===== src/inc/wdtrs_regs.svh =====
/*
  Register offsets, field positions, reset values and timing counts of the
  watchdog and reset-status block.
  Assumes a 100 MHz system clock and an 8-bit register port.
*/
`ifndef WDTRS_REGS_SVH
`define WDTRS_REGS_SVH

// ---------------------------------------------------------------------
// Register offsets
// ---------------------------------------------------------------------
`define WDTRS_OFS_OPTION 2'h0
`define WDTRS_OFS_STATUS 2'h1

// ---------------------------------------------------------------------
// Field positions
// ---------------------------------------------------------------------
`define WDTRS_OPT_PIN_WAKE_DIS 7
`define WDTRS_OPT_PULLUP_DIS 6
`define WDTRS_OPT_CLK_SRC 5
`define WDTRS_OPT_EDGE_SEL 4
`define WDTRS_OPT_PRESC_ASSIGN 3
`define WDTRS_STS_PIN_WAKE 7
`define WDTRS_STS_TIMEOUT 4
`define WDTRS_STS_POWERDOWN 3

// ---------------------------------------------------------------------
// Reset values
// ---------------------------------------------------------------------
`define WDTRS_OPTION_RST 8'hFF

// ---------------------------------------------------------------------
// Timing
// ---------------------------------------------------------------------
`define WDTRS_CLK_MHZ 100
`define WDTRS_WDT_PERIOD_US 18000
`define WDTRS_DRT_POR_US 18000
`define WDTRS_DRT_SUB_US 300
`define WDTRS_WDT_PERIOD_CYC (`WDTRS_WDT_PERIOD_US * `WDTRS_CLK_MHZ)
`define WDTRS_DRT_POR_CYC (`WDTRS_DRT_POR_US * `WDTRS_CLK_MHZ)
`define WDTRS_DRT_SUB_CYC (`WDTRS_DRT_SUB_US * `WDTRS_CLK_MHZ)

`endif


===== src/inc/wdtrs_pkg.sv =====
/*
  Types of the watchdog and reset-status block.
  Assumes nothing beyond a SystemVerilog compiler.
*/
package wdtrs_pkg;

  // -------------------------------------------------------------------
  // Oscillator selection
  // -------------------------------------------------------------------
  typedef enum logic [2:0] {
    internal_rc_osc_mode,
    external_rc_osc_mode,
    high_speed_crystal_mode,
    standard_crystal_mode,
    low_power_crystal_mode
  } wdtrs_osc_mode_type;

  // -------------------------------------------------------------------
  // Timer configuration register layout
  // -------------------------------------------------------------------
  typedef struct packed {
    logic pin_wake_disable;
    logic pullup_disable;
    logic timer_clock_source;
    logic timer_edge_select;
    logic prescaler_assign;
    logic [2:0] prescale_ratio;
  } wdtrs_option_type;

  typedef struct packed {
    logic pin_wake_flag;
    logic timeout_flag;
    logic powerdown_flag;
  } wdtrs_flags_type;

  // -------------------------------------------------------------------
  // Whole state of the block
  // -------------------------------------------------------------------
  typedef struct packed {
    wdtrs_option_type opt;
    wdtrs_flags_type flags;
    logic asleep;
    logic in_reset;
    logic por_drt;
    logic [20:0] drt_cnt;
    logic [20:0] base_cnt;
    logic [6:0] post_cnt;
    logic [7:0] rdata;
  } wdtrs_state_type;

endpackage : wdtrs_pkg


===== src/hw/wdtrs_core.sv =====
/*
  Watchdog timer with shared prescaler, device reset timer and reset-cause
  flags, as seen from inside the device.
  Assumes all inputs but nrst_i are synchronous to mclk_i, that wdt_osc_tick_i is one
  pulse per period of the watchdog's own oscillator, and that the core
  gives one-cycle instruction pulses only while it runs.
*/
`timescale 1ns/100ps

`include "wdtrs_regs.svh"

module wdtrs_core
  import wdtrs_pkg::*;
#(
  parameter int unsigned WDT_BASE_CYC = `WDTRS_WDT_PERIOD_CYC,
  parameter int unsigned DRT_POR_CYC = `WDTRS_DRT_POR_CYC,
  parameter int unsigned DRT_SUB_CYC = `WDTRS_DRT_SUB_CYC
)
(
  input wire logic mclk_i, // 100 MHz clock
  input wire logic nrst_i, // Power-on reset, async
  input wire logic ce_i, // Clock enable
  input wire logic wdt_osc_tick_i, // Watchdog oscillator tick
  input wire logic watchdog_enable_fuse_i, // Fuse, 0 disables
  input wire wdtrs_osc_mode_type osc_mode_i, // Oscillator selection
  input wire logic external_reset_pin_n_i, // External reset, low
  input wire logic watchdog_clear_instr_i, // Clear instruction
  input wire logic sleep_instr_i, // Sleep instruction
  input wire logic pin_change_i, // Pin change event
  input wire logic [1:0] reg_addr_i, // Register address
  input wire logic [7:0] reg_wdata_i, // Write data
  input wire logic reg_wr_i, // Write strobe
  input wire logic reg_rd_i, // Read strobe
  output logic [7:0] reg_rdata_o, // Read data
  output logic cpu_reset_o, // Holds processor in reset
  output logic powerdown_mode_o, // Device asleep
  output wdtrs_flags_type flags_o, // Reset-cause flags
  output wdtrs_option_type option_o // Configuration fields
);

  // -------------------------------------------------------------------
  // Constants and helpers
  // -------------------------------------------------------------------
  localparam logic [20:0] BASE_LAST = 21'(WDT_BASE_CYC - 1);
  localparam logic [20:0] DRT_POR_LAST = 21'(DRT_POR_CYC - 1);
  localparam logic [20:0] DRT_SUB_LAST = 21'(DRT_SUB_CYC - 1);

  // Last prescaler count for a ratio of 1:2^ratio
  function automatic logic [6:0] post_last(input logic [2:0] ratio);
    post_last = 7'((8'h01 << ratio) - 8'h01);
  endfunction : post_last

  function automatic logic is_rc_mode(input wdtrs_osc_mode_type m);
    is_rc_mode = (m == internal_rc_osc_mode) ||
                 (m == external_rc_osc_mode);
  endfunction : is_rc_mode

  wdtrs_state_type s;
  wdtrs_state_type next_s;

  logic wdt_on;
  logic base_wrap;
  logic ev_wdt;
  logic ev_ext;
  logic ev_pin;
  logic ev_any;
  logic clr_take;
  logic sleep_take;
  logic [20:0] drt_last;

  // -------------------------------------------------------------------
  // Events
  // -------------------------------------------------------------------
  assign wdt_on = watchdog_enable_fuse_i;
  assign base_wrap = wdt_osc_tick_i && (s.base_cnt == BASE_LAST);
  // Prescaler only stretches the period when assigned to the watchdog
  assign ev_wdt = wdt_on && !s.in_reset && base_wrap &&
                  (!s.opt.prescaler_assign ||
                   s.post_cnt == post_last(s.opt.prescale_ratio));
  assign ev_ext = !external_reset_pin_n_i;
  assign ev_pin = s.asleep && pin_change_i && !s.opt.pin_wake_disable;
  assign ev_any = ev_ext || ev_wdt || ev_pin;
  assign clr_take = watchdog_clear_instr_i && !s.in_reset && !s.asleep;
  assign sleep_take = sleep_instr_i && !s.in_reset && !s.asleep;
  assign drt_last = (s.por_drt || !is_rc_mode(osc_mode_i)) ?
                    DRT_POR_LAST : DRT_SUB_LAST;

  // -------------------------------------------------------------------
  // Next state
  // -------------------------------------------------------------------
  always_comb
  begin
    next_s = s;
    next_s.rdata = 8'h00;

    // Watchdog and shared prescaler
    if (!wdt_on || s.in_reset)
    begin
      next_s.base_cnt = 21'h000000;
      next_s.post_cnt = 7'h00;
    end
    else if (wdt_osc_tick_i)
    begin
      if (base_wrap)
      begin
        next_s.base_cnt = 21'h000000;
        next_s.post_cnt = s.opt.prescaler_assign ?
                          s.post_cnt + 7'h01 : 7'h00;
      end
      else
      begin
        next_s.base_cnt = s.base_cnt + 21'h000001;
      end
    end

    // Reset timer holds the core until it has run out
    if (s.in_reset)
    begin
      if (ev_ext)
      begin
        next_s.drt_cnt = 21'h000000;
      end
      else if (s.drt_cnt == drt_last)
      begin
        next_s.in_reset = 1'b0;
        next_s.por_drt = 1'b0;
        next_s.drt_cnt = 21'h000000;
      end
      else
      begin
        next_s.drt_cnt = s.drt_cnt + 21'h000001;
      end
    end

    // Instructions and software writes while running
    if (clr_take)
    begin
      next_s.base_cnt = 21'h000000;
      next_s.post_cnt = 7'h00;
      next_s.flags.timeout_flag = 1'b1;
      next_s.flags.powerdown_flag = 1'b1;
    end
    if (sleep_take)
    begin
      next_s.asleep = 1'b1;
      next_s.base_cnt = 21'h000000;
      next_s.post_cnt = 7'h00;
      next_s.flags.timeout_flag = 1'b1;
      next_s.flags.powerdown_flag = 1'b0;
    end
    if (reg_wr_i && !s.in_reset && reg_addr_i == `WDTRS_OFS_OPTION)
    begin
      next_s.opt = wdtrs_option_type'(reg_wdata_i);
    end
    if (reg_rd_i && reg_addr_i == `WDTRS_OFS_STATUS)
    begin
      next_s.rdata[`WDTRS_STS_PIN_WAKE] = s.flags.pin_wake_flag;
      next_s.rdata[`WDTRS_STS_TIMEOUT] = s.flags.timeout_flag;
      next_s.rdata[`WDTRS_STS_POWERDOWN] = s.flags.powerdown_flag;
    end

    // Any reset source; external pin first, then watchdog, then pin wake
    if (ev_any)
    begin
      next_s.opt = wdtrs_option_type'(`WDTRS_OPTION_RST);
      next_s.asleep = 1'b0;
      next_s.in_reset = 1'b1;
      next_s.drt_cnt = 21'h000000;
      next_s.base_cnt = 21'h000000;
      next_s.post_cnt = 7'h00;
      // Reset wins over an instruction taken in the same cycle
      next_s.flags = s.flags;
      next_s.flags.pin_wake_flag = 1'b0;
      if (ev_ext)
      begin
        // A pulse while running leaves the cause flags alone
        if (s.asleep)
        begin
          next_s.flags.timeout_flag = 1'b1;
          next_s.flags.powerdown_flag = 1'b0;
        end
        else
        begin
          next_s.flags.pin_wake_flag = s.flags.pin_wake_flag;
        end
      end
      else if (ev_wdt)
      begin
        next_s.flags.timeout_flag = 1'b0;
        if (s.asleep)
        begin
          next_s.flags.powerdown_flag = 1'b0;
        end
      end
      else
      begin
        next_s.flags.pin_wake_flag = 1'b1;
        next_s.flags.timeout_flag = 1'b1;
        next_s.flags.powerdown_flag = 1'b0;
      end
    end
  end

  // -------------------------------------------------------------------
  // State register
  // -------------------------------------------------------------------
  always_ff @(posedge mclk_i or negedge nrst_i)
  begin
    if (!nrst_i)
    begin
      s <= '0;
      s.opt <= wdtrs_option_type'(`WDTRS_OPTION_RST);
      s.flags.timeout_flag <= 1'b1;
      s.flags.powerdown_flag <= 1'b1;
      s.in_reset <= 1'b1;
      s.por_drt <= 1'b1;
    end
    else if (ce_i)
    begin
      s <= next_s;
    end
  end

  // -------------------------------------------------------------------
  // Outputs
  // -------------------------------------------------------------------
  assign reg_rdata_o = s.rdata;
  assign cpu_reset_o = s.in_reset;
  assign powerdown_mode_o = s.asleep;
  assign flags_o = s.flags;
  assign option_o = s.opt;
endmodule : wdtrs_core


===== config.mk =====
export PLATFORM = sky130hd
export DESIGN_NAME = wdtrs_core
export DESIGN_NICKNAME = d
export VERILOG_FILES = /design/src/inc/wdtrs_pkg.sv /design/src/hw/wdtrs_core.sv
export VERILOG_INCLUDE_DIRS = /design/src /design/src/inc
export SDC_FILE = /design/constraint.sdc
export NUM_CORES = 1
export LEC_CHECK = 0
export BUFFER_PORTS_ARGS = -buffer_cell sky130_fd_sc_hd__clkbuf_2
export CAP_MARGIN = 25
export CORE_MARGIN = 1
export CORE_UTILIZATION = 59
export CTS_CLUSTER_SIZE = 28
export DETAILED_ROUTE_END_ITERATION = 8
export GPL_ROUTABILITY_DRIVEN = 0
export PLACE_DENSITY_LB_ADDON = 0.15
export REMOVE_ABC_BUFFERS = 1
export SKIP_LAST_GASP = 1
export SLEW_MARGIN = 10
export SYNTH_ARGS = -nofsm -noshare
export SYNTH_HDL_FRONTEND = slang
export SYNTH_SLANG_ARGS = --single-unit

===== constraint.sdc =====
create_clock -name mclk_i -period 2.94 [get_ports mclk_i]
set_input_delay 0.588 -clock mclk_i [delete_from_list [all_inputs] [get_ports mclk_i]]
set_output_delay 0.588 -clock mclk_i [all_outputs]
set_load 0.01 [all_outputs]

======== Yosys cells after proc, flatten, opt, wreduce, memory -nomap -nowiden ========
Cells that the tools add are included.
word-level totals
  output and inout port bits .............. 21
  memory bits (writable) .................. 0
  logic and storage cells ................. 97
  bits of input ports ..................... 24
  latch bits .............................. 0
  memories kept ........................... 0
  register bits ........................... 66
  ROM bits ................................ 0
cells by class
  $lt $le $gt $ge ......................... 0
  eq/ne operators ......................... 7
  div/mod/pow operators ................... 0
  reduce and logical (&&, ||, !) cells .... 44
  bitwise logic cells ..................... 0
  shift-type cells ........................ 1
  $add $sub $neg .......................... 4
  multiplexer cells ....................... 25
  multipliers ............................. 0
operators with widths
  operator                                          count
  two-way mux 28 bit                                4
  two-way mux 21 bit                                4
  two-way mux 49 bit                                1
  adder 21 x 1 -> 21 bit, second input constant     2
  two-way mux 23 bit                                1
  == test 21 bit                                    1
  == test 21 bit, second input constant             1
  two-way mux 7 bit                                 2
  logical AND 1 bit                                 13
  two-way mux 13 bit                                1
  two-way mux 2 bit                                 6
  nonzero test 5 bit                                2
  AND reduction 3 bit                               3
  two-way mux 8 bit                                 1
  AND reduction 2 bit                               4
  AND reduction 4 bit                               2
  nonzero test 2 bit                                4
  adder 7 x 1 -> 7 bit, second input constant       1
  == test 7 bit                                     1
  logical NOT 1 bit                                 7
  << shifter 1 x 3 -> 7 bit, first input constant   1
  subtractor 7 x 1 -> 7 bit, second input constant  1
  logical OR 1 bit                                  6
  two-way mux 3 bit                                 2
  7 further kinds                                   10

======== Depth between registers and ports, before layout ========
Gate-level depths: netlist (run 1).
  word-level depth ........................ 10
  gate-level depth with buffers ........... 8

======== Worst setup path after synthesis (run 1) ========
Ideal clock, no wire load.
  path type ............................... reg2reg
  start ................................... register s[54] in the netlist's numbering
  end ..................................... register s[44] in the netlist's numbering
  setup slack ............................. 807 ps
  arrival time ............................ 2,006 ps
  period minus slack after synthesis ...... 2,133 ps
  cell stages (with the launch flop) ...... 8
  cell sequence ........................... dfrtp_1 > or4_1 > or4_4 > a21oi_4 > or3_1 > buf_6 > or3_2 > o211ai_2
on the way
  longest elaborated chain between the ends .. 5
RTL lines
  item                    line               RTL
  start, declared         wdtrs_core.sv:58   wdtrs_state_type s;
  start signal, assigned  wdtrs_core.sv:220  s <= next_s;
  == test 21 bit          wdtrs_core.sv:123  else if (s.drt_cnt == drt_last)
  two-way mux 21 bit      wdtrs_core.sv:123
  two-way mux 21 bit      wdtrs_core.sv:119  if (ev_ext)
  two-way mux 23 bit      wdtrs_core.sv:117  if (s.in_reset)
  two-way mux 49 bit      wdtrs_core.sv:163  if (ev_any)
Every way passes these cells. The select of a mux whose other input is x is not followed.
A chain may end at the register's enable or synchronous reset.

======== Worst setup path after layout (run 1) ========
  start ................................... register s[15] in the netlist's numbering
  end ..................................... register s, in the netlist option_o[5]
on the way
  longest elaborated chain between the ends .. 8
  elaborated cells on any way between the ends .. 9
RTL lines
  item                                line              RTL
  == test 21 bit (*)                  wdtrs_core.sv:75  assign base_wrap = wdt_osc_tick_i && (s.base_cnt == BASE_LAST);
  logical AND 1 bit (*)               wdtrs_core.sv:75
  logical AND 1 bit (*) (2 in a row)  wdtrs_core.sv:77  assign ev_wdt = wdt_on && !s.in_reset && base_wrap &&
  logical OR 1 bit (*) (2 in a row)   wdtrs_core.sv:82  assign ev_any = ev_ext || ev_wdt || ev_pin;
  nonzero test 2 bit (no line)        n/a
  AND reduction 2 bit (no line)       n/a
Every way passes the cells marked *; elsewhere a longest branch is shown, timed or not.

==> impl_metrics.csv, run 1 <==
group,metric,value,unit
timing,finalClockSkew,0.00898,ns
clocking,clockBufferDepth,2,
global_routing,grt_pass1_wl,16800,um
logic_synthesis,synthTopCellsByCount,"dfrtp_1 (54), nor2_1 (44), nand2_1 (39)",
layout,drive_gt1_share,18.7,%
logic_synthesis,yosysSeqAreaShare,40.3,%
logic_synthesis,yosysWarnings,0,
clocking,cts.sinks,66,
drt,postRouteAntennaNets,0,
drt,wl_per_cell,15.8,um
timing,setup_violations,0,
logic_synthesis,ys_top_cells_by_area,"dfrtp_1 (33%), dfstp_2 (7.6%), buf_4 (4.0%)",
timing,max_clock_freq,397,MHz
clocking,cts_tree,"built",
clocking,h-tree-depth,3,
global_routing,antenna_found_initial,0,
setup_path,startpoint,"s[15]",
setup_path,criticalPathCategory,"reg -> reg",
setup_path,reg2reg_depth,8,
logic_synthesis,synth.most_common_cell,"dfrtp_1",
setup_path,rr_endpoint,"option_o[5]",
clocking,clk_pin_slew,0.08,ns
logic_synthesis,yosysUniqueCellTypes,67,
setup_path,cpPeakStageDelay,0.47,ns
timing,min_period,2.52,ns
setup_path,crit_path_end,"option_o[5]",
setup_path,worstPathRequired,3.23,ns
timing,slew_violations,0,
drt,drt-total-wl,9720,um
die,ioPinCount,45,
setup_path,cp.arrival,2.81,ns
power,power.total,1.95,mW
timing,rsz0062_at_grt,"false",
die,row_count,30,
setup_path,slowest_stage,"nor4_2",
setup_path,cp-start-kind,"register",
setup_path,r2r_start,"s[15]",
die,start_util,60.8,%
drt,via_count,3799,
die,dieArea,7340,um2
setup_path,cp_num_buf_inv,1,
die,core_area,6790,um2
logic_synthesis,synth_top_area_share,32.7,%
global_routing,gr-total-overflow,0,
outcome,outcome,"complete, no violations",
timing,maxSlewHeadroom,49.6,%
die,dieWidth,85.7,um
setup_path,r2r_setup_slack,0.42,ns
clocking,clk_latency,0.35,ns
setup_path,crit_path_end_kind,"register",
layout,areaGrowthSynthToFinish,10.1,%
drt,routed_via_density,6.17,
clocking,cts_resized,0,
global_routing,grt_usage,28.8,%
logic_synthesis,yosys.area.top_type,"dfrtp_1",
logic_synthesis,postSynthRegisterBits,66,
setup_path,crit_family,"simple AND/OR/NAND/NOR gates",
layout,antenna_cells,0,
drt,drc,0,
clocking,numCtsBuffers,9,
global_routing,grt_pass1_vias,3670,
placed_design,dp_slack,0.456,ns
timing,fin_hold_ws,0.270,ns
timing,fin_tns_setup,0,ns
worst_hold_path,hold_class,"in -> async",
logic_synthesis,synth_area_per_cell,8.54,um2
drt,drtPass1Iterations,5,
logic_synthesis,synthArstFlopShare,100,%
clocking,cts_root_buf,"clkbuf_8",
timing,finalHoldViolations,0,
clocking,postCtsSetupBuffers,0,
run,drv_cap,0,
setup_path,worstPathMaxFanout,11,
logic_synthesis,netlist_instances,484,
timing,worst_pin_slew,0.737,ns
placed_design,portBuffers,38,
placed_design,dp_hpwl,6770,um
drt,drt_iter0_markers,231,
logic_synthesis,ys.flop_type,"dfrtp_1",
logic_synthesis,mappedNetlistArea,4130,um2
die,die_y,85.7,um
logic_synthesis,synth-edff-count,0,
layout,fin_nets,542,
clocking,cts_hold_buf,0,
power,p_leak,1.84,nW
setup_path,worstPathCellList,"ha_1 > and3_1 > nand3_2 > nor4_2 > nand4_1 > nand2_1 > buf_4 > a221o_1",
timing,post-route-period-util,85.7,%
layout,n_fill_cell,556,
power,powerDensity,428,nW/um2
timing,timing.final.ws_setup,0.419,ns
power,irDropWorstVdd,0.348,mV
global_routing,grt_max_degree,30,
setup_path,cp.depth,8,
area by class of cell:
| class | count | area, um2 | area share [%] |
|---|---|---|---|
| tap | 96 | 120 | 2.64 |
| sequential | 66 | 1670 | 36.6 |
| timing repair buffer | 52 | 299 | 6.57 |
| clock buffer | 11 | 141 | 3.11 |
| inverter | 32 | 120 | 2.64 |
| multi-input combinational | 354 | 2120 | 46.7 |
| clock inverter | 5 | 77.6 | 1.71 |
per-layer routing:
metal  track usage [%]  share of wire [%]  vias up
met3              6.64                4.6       18
li1                  -                  -     1825
met1              36.5                 44     1854
met2              48.4                 50      102
met4              10.3                1.7        0
met5                 0                  0        -
worst min path at each step:
| stage | from | endpoint | slack (ns) |
|---|---|---|---|
| 6_report | nrst_i | s[12] | 0.27 |
| 5_1_grt | nrst_i | s[11] | 0.31 |
| 4_1_cts | nrst_i | s[13] | 0.29 |
| 3_5_place_dp | s[57] | s[57] | 0.46 |
| 3_3_place_gp | s[57] | s[57] | 0.45 |
| 2_1_floorplan | nrst_i | flags_o[2] | 0.29 |
cell usage in the layout, fill, tap and decap left out, types with 4 or more instances in the layout:
master,instances
nand2b_1,7
a22oi_1,5
o211ai_2,4
or4_1,4
a221o_1,8
buf_4,13
o21ai_0,10
nor2b_1,8
or3_2,4
nor3_1,14
nand3_1,30
nor4_1,8
conb_1,5
dfstp_2,12
inv_1,31
dfrtp_1,54
and3_1,7
o2bb2ai_1,6
mux2i_1,4
o21a_1,4
a31oi_1,17
a21oi_1,25
or3_1,5
nand2_1,39
o211ai_1,5
nor2_1,44
o31a_1,4
o21ai_1,26
clkbuf_8,10
nand4_1,12
clkbuf_2,37
through the flow:
step	utilization [%]	std cells	instance area [um2]
floorplan	-	452	3910
global placement	63.6	599	4320
detailed placement	63.6	599	4320
CTS	66.8	615	4540
global route	66.9	616	4550
finish	66.9	616	4550
cells by family after synthesis:
group	Yosys count	synth area share, %
multiplexers	4	0.969
AO/OA/AOI/OAI	134	22.1
XOR/XNOR	4	0.848
other	1	0.0908
adder cells (fa/ha/maj)	4	1.15
AND/OR/NAND/NOR	203	25.7
buffers and inverters	68	8.75
flip-flops	66	40.3
flip-flops by register name, summed over array words and instances, names as in the netlist:
name,cells
reg_rdata_o,3
s,50
option_o,8
powerdown_mode_o,1
cpu_reset_o,1
flags_o,3
worst reg2reg max path: stages, from the launching register on:
cell	delay (ns)
dfrtp_1	0.40
ha_1	0.20
and3_1	0.21
nand3_2	0.15
nor4_2	0.47
nand4_1	0.31
nand2_1	0.30
buf_4	0.24
a221o_1	0.18
report_power, final:
part           internal, mW  total (mW)  switching, mW  leakage, nW
Clock                 0.498       0.863          0.364        0.109
Sequential            0.925       0.939         0.0142        0.875
Combinational        0.0514       0.144         0.0929        0.851
Total                  1.47        1.95          0.471         1.84
No activity file was read; power rests on OpenSTA's default activity.
==> run 2: changes to the inputs <==
--- a/config.mk
+++ b/config.mk
@@ -8,8 +8,8 @@
 export LEC_CHECK = 0
 export BUFFER_PORTS_ARGS = -buffer_cell sky130_fd_sc_hd__clkbuf_2
 export CAP_MARGIN = 25
-export CORE_MARGIN = 1
-export CORE_UTILIZATION = 59
+export CORE_MARGIN = 5
+export CORE_UTILIZATION = 60
 export CTS_CLUSTER_SIZE = 28
 export DETAILED_ROUTE_END_ITERATION = 8
 export GPL_ROUTABILITY_DRIVEN = 0
==> constraint.sdc (replaced) <==
create_clock -name mclk_i -period 3 [get_ports mclk_i]
set_input_delay 0.6 -clock mclk_i [delete_from_list [all_inputs] [get_ports mclk_i]]
set_output_delay 0.6 -clock mclk_i [all_outputs]
set_load 0.01 [all_outputs]
==> run 2 against run 1 <==
Against the previous run: die area is 18% higher; worst hold slack worse by 0.012 ns; cell area is 1.5% lower.
==> impl_metrics.csv, run 2 (synthesized netlist as in run 1, its figures left out) <==
group,metric,value,unit
setup_path,cpPeakStageDelay,0.47,ns
outcome,outcome,"complete, no violations",
timing,min_period,2.51,ns
layout,final_cells,598,
layout,fin_util,66.3,%
placed_design,dp_slack,0.524,ns
clocking,cts.sinks,66,
placed_design,dp_hpwl,6930,um
die,ioPinCount,45,
setup_path,criticalPathCategory,"reg -> reg",
die,start_util,61.1,%
die,die_y,93.0,um
global_routing,grt_max_degree,27,
global_routing,gr-total-overflow,0,
timing,slew_violations,0,
setup_path,worstPathCellList,"ha_1 > and3_1 > nand3_2 > nor4_2 > nand4_1 > nand2_1 > buf_4 > a221o_1",
layout,top_register,"s",
drt,drt_iter0_markers,201,
clocking,cts_root_buf,"clkbuf_8",
clocking,postCtsSetupBuffers,0,
timing,rsz0062_at_grt,"false",
power,power.total,1.80,mW
layout,fin_nets,540,
power,p_leak,1.81,nW
drt,routed_via_density,6.31,
global_routing,grt_usage,24.2,%
timing,post-route-period-util,83.5,%
placed_design,portBuffers,38,
clocking,h-tree-depth,3,
timing,finalHoldViolations,0,
drt,drc,0,
die,dieArea,8650,um2
timing,finalClockSkew,0.00984,ns
clocking,cts_resized,0,
setup_path,worstPathRequired,3.29,ns
global_routing,grt_pass1_wl,16900,um
layout,mostFrequentLayoutCells,"dfrtp_1 (54), nor2_1 (44), nand2_1 (39)",
die,core_area,6760,um2
setup_path,crit_path_end_kind,"register",
layout,areaGrowthSynthToFinish,8.42,%
setup_path,crit_family,"simple AND/OR/NAND/NOR gates",
clocking,cts_hold_buf,0,
clocking,numCtsBuffers,9,
timing,timing.final.ws_setup,0.495,ns
clocking,cts_tree,"built",
setup_path,cp.arrival,2.79,ns
global_routing,antenna_found_initial,0,
layout,final_common_cell,"dfrtp_1",
clocking,clk_latency,0.35,ns
setup_path,cp_num_buf_inv,1,
global_routing,grt_pass1_vias,3635,
clocking,clk_pin_slew,0.07,ns
placed_design,dp_cells,581,
power,irDropWorstVdd,0.332,mV
die,row_count,30,
drt,postRouteAntennaNets,0,
drt,drtPass1Iterations,5,
clocking,clockBufferDepth,2,
layout,antenna_cells,0,
timing,worst_pin_slew,0.763,ns
die,dieWidth,93.0,um
setup_path,cp-start-kind,"register",
drt,drt-total-wl,9750,um
setup_path,r2r_setup_slack,0.49,ns
timing,max_clock_freq,399,MHz
power,powerDensity,401,nW/um2
layout,drive_gt1_share,18.0,%
setup_path,slowest_stage,"nor4_2",
timing,fin_tns_setup,0,ns
timing,setup_violations,0,
drt,via_count,3771,
worst_hold_path,hold_class,"in -> async",
layout,largest_reg_flops,50,
setup_path,worstPathMaxFanout,13,
timing,maxSlewHeadroom,47.8,%
run,drv_cap,0,
drt,wl_per_cell,16.3,um
run 2: area by class of cell:
cell class                      instances  area, um2
Sequential cell                        66       1670
Multi-Input combinational cell        354       2120
Tap cell                               80        100
Clock inverter                          3       40.0
Timing Repair Buffer                   50        280
Fill cell                             563       2280
Clock buffer                           13        149
Inverter                               32        120
run 2: path summary, 6_finish.rpt:
kind | startpoint | to | cells after the start
min in group mclk_i | s[57] | s[57] | 1
max in group asynchronous | nrst_i | flags_o[0] | 2
hold reg to reg | s[57] | s[57] | 1
hold / removal | nrst_i | flags_o[2] | 1
setup reg to reg | s[15] | option_o[0] | 8
setup / recovery | s[15] | option_o[0] | 8
run 2: power breakdown:
| group | total, mW | switching, mW | leakage (nW) | internal (mW) |
|---|---|---|---|---|
| Clock | 0.738 | 0.333 | 0.0974 | 0.405 |
| Combinational | 0.140 | 0.0903 | 0.841 | 0.0493 |
| Sequential | 0.920 | 0.0134 | 0.875 | 0.907 |
run 2: through the flow:
step	cell area [um2]	hold slack (ns)
3_5_place_dp	4280	0.457
2_1_floorplan	3910	0.304
3_3_place_gp	4280	0.450
6_report	4480	0.258
5_1_grt	4480	0.281
4_1_cts	4470	0.269
run 2: layer usage:
layer	track usage (%)	up-vias	share of wire, %
li1	-	1820	-
met1	31.0	1848	44
met2	40.3	89	50
met3	5.87	14	4.9
met4	8.06	0	1.4
met5	0	-	0
run 2: worst register-to-register path: cells and delay by family, from the launching register on:
kind / cells / cell delay, ns
and+or+nand+nor: 5 / 1.40
DFF: 1 / 0.40
buffers and inverters: 1 / 0.24
adders and majority gates: 1 / 0.21
AOI/OAI and AO/OA: 1 / 0.20
==> run 3: changes to the inputs <==
--- a/config.mk
+++ b/config.mk
@@ -9,7 +9,7 @@
 export BUFFER_PORTS_ARGS = -buffer_cell sky130_fd_sc_hd__clkbuf_2
 export CAP_MARGIN = 25
 export CORE_MARGIN = 5
-export CORE_UTILIZATION = 60
+export CORE_UTILIZATION = 53
 export CTS_CLUSTER_SIZE = 28
 export DETAILED_ROUTE_END_ITERATION = 8
 export GPL_ROUTABILITY_DRIVEN = 0
==> constraint.sdc (replaced) <==
create_clock -name mclk_i -period 2.1 [get_ports mclk_i]
set_input_delay 0.42 -clock mclk_i [delete_from_list [all_inputs] [get_ports mclk_i]]
set_output_delay 0.42 -clock mclk_i [all_outputs]
set_load 0.01 [all_outputs]
==> run 3 against run 2 <==
Against the previous run: the run now ends with setup timing left; critical path depth is 2 higher; worst setup slack worse by 0.67 ns; clock power is 52% higher; final cell count is 16% higher; utilization is 5.4 points higher; sequential cell count stayed put; combinational power is 96% higher; via count is 11% higher; first-iteration DRC count is 59% higher.
==> impl_metrics.csv, run 3 (synthesized netlist as in run 1, its figures left out) <==
group,metric,value,unit
timing,worst_pin_slew,0.593,ns
layout,fin_util,71.7,%
timing,min_period,2.28,ns
clocking,cts.sinks,66,
drt,drt_iter0_markers,319,
clocking,clk_pin_slew,0.08,ns
clocking,clk_latency,0.36,ns
setup_path,crit_path_end_kind,"register",
setup_path,worstPathCellList,"buf_6 > nor2_2 > o2111ai_2 > o41ai_4 > buf_4 > a2111oi_4 > nor3_4 > buf_6 > buf_16 > o211ai_2",
layout,mostFrequentLayoutCells,"buf_4 (76), dfrtp_1 (54), nor2_1 (43)",
global_routing,grt_pass1_wl,19200,um
setup_path,cpPeakStageDelay,0.59,ns
drt,drtPass1Iterations,5,
global_routing,antenna_found_initial,0,
die,dieArea,9660,um2
timing,rsz0062_at_grt,"true",
drt,postRouteAntennaNets,0,
layout,largest_reg_flops,50,
setup_path,r2r_start,"option_o[0]",
clocking,cts_tree,"built",
layout,top_register,"s",
timing,maxSlewHeadroom,60.2,%
outcome,outcome,"finished, violations left",
layout,drive_gt1_share,34.8,%
drt,wl_per_cell,17.0,um
die,ioPinCount,45,
power,irDropWorstVdd,0.343,mV
drt,drc,0,
drt,via_count,4187,
timing,timing.final.ws_setup,-0.179,ns
timing,finalHoldViolations,0,
global_routing,grt_pass1_vias,3962,
power,powerDensity,494,nW/um2
global_routing,grt_max_degree,67,
setup_path,worstPathRequired,2.39,ns
setup_path,rr_endpoint,"s[40]",
placed_design,portBuffers,38,
die,core_area,7650,um2
layout,antenna_cells,0,
worst_hold_path,hold_class,"in -> async",
clocking,h-tree-depth,3,
setup_path,slowest_stage,"dfstp_2",
outcome,violations,"setup timing",
timing,max_clock_freq,439,MHz
setup_path,criticalPathCategory,"reg -> reg",
setup_path,reg2reg_depth,10,
timing,post-route-period-util,109,%
run,drv_cap,0,
placed_design,dp_hpwl,7730,um
die,start_util,54.0,%
clocking,clockBufferDepth,2,
timing,setup_violations,48,
setup_path,crit_top_cell,"buf_6",
setup_path,r2r_setup_slack,-0.18,ns
setup_path,worstPathMaxFanout,5,
clocking,numCtsBuffers,9,
drt,drt-total-wl,11800,um
power,p_leak,2.29,nW
timing,slew_violations,0,
layout,post-route-cell-area,5480,um2
global_routing,gr-total-overflow,0,
global_routing,grt_usage,24.0,%
clocking,cts_root_buf,"clkbuf_8",
die,row_count,32,
setup_path,cp.arrival,2.57,ns
layout,fin_nets,616,
placed_design,dpl-instance-area,4830,um2
drt,routed_via_density,6.02,
setup_path,cp-start-kind,"register",
die,die_y,98.3,um
layout,final_common_cell,"buf_4",
timing,finalClockSkew,0.0107,ns
clocking,cts_hold_buf,0,
die,dieWidth,98.3,um
placed_design,dp_slack,-0.291,ns
layout,areaGrowthSynthToFinish,32.7,%
[run 3: worst max-delay path: cells and delay by family, from the launching register on]
family / cells / cell delay [ns]
compound gates: 4 / 0.95
buf+inv: 4 / 0.55
simple gates: 2 / 0.12
flops: 1 / 0.59
[run 3: final cells by class]
class	instances	area, um2
well taps	102	128
clock inverters	6	66.3
clock buffers	10	138
repair buffers	125	941
flip-flops and latches	66	1670
multi-input cells	355	2420
inverters	32	120
fillers	566	2170
[run 3: per-stage QoR]
stage / power [mW] / cells / TNS [ns] / hold slack (ns)
3_5_place_dp: 1.57 / 667 / -7.31 / 0.466
5_1_grt: 2.82 / 696 / -11.01 / 0.0717
6_report: 2.71 / 696 / -5.03 / 0.0611
2_1_floorplan: 1.43 / 452 / -27.24 / 0.124
4_1_cts: 2.70 / 689 / -0.789 / 0.0844
3_3_place_gp: 1.57 / 667 / -4.45 / 0.466
[run 3: worst max path at each step]
stage	startpoint	to	slack, ns	depth (start not counted)
4_1_cts	option_o[1]	s[40]	-0.06	8
3_5_place_dp	osc_mode_i[2]	s[55]	-0.29	8
5_1_grt	option_o[0]	s[27]	-0.27	9
6_report	option_o[0]	s[40]	-0.18	10
3_3_place_gp	option_o[1]	s[37]	-0.20	7
2_1_floorplan	s[15]	s[55]	-0.98	7
[run 3: repair_timing]
action / CTS / global route
gates resized for setup: 19 / 42
pin swaps: 8 / 12
setup buffers: 3 / 8
cloned: 3 / 1
endpoints found under the hold margin: 0 / 0
setup endpoints to repair: 57 / 58
[run 3: metal layers]
| metal | vias to the layer above | routed length [um] | global-route usage [%] |
|---|---|---|---|
| li1 | 1980 | - | - |
| met3 | 20 | 933 | 5.36 |
| met1 | 1989 | 5070 | 33.2 |
| met5 | - | 0 | 0 |
| met4 | 0 | 182 | 7.46 |
| met2 | 198 | 5610 | 37.7 |
[run 3: where the power goes]
part	leakage [nW]	switching, mW	internal [mW]
logic	1.32	0.159	0.115
registers	0.875	0.0186	1.29
clock network	0.0945	0.540	0.580
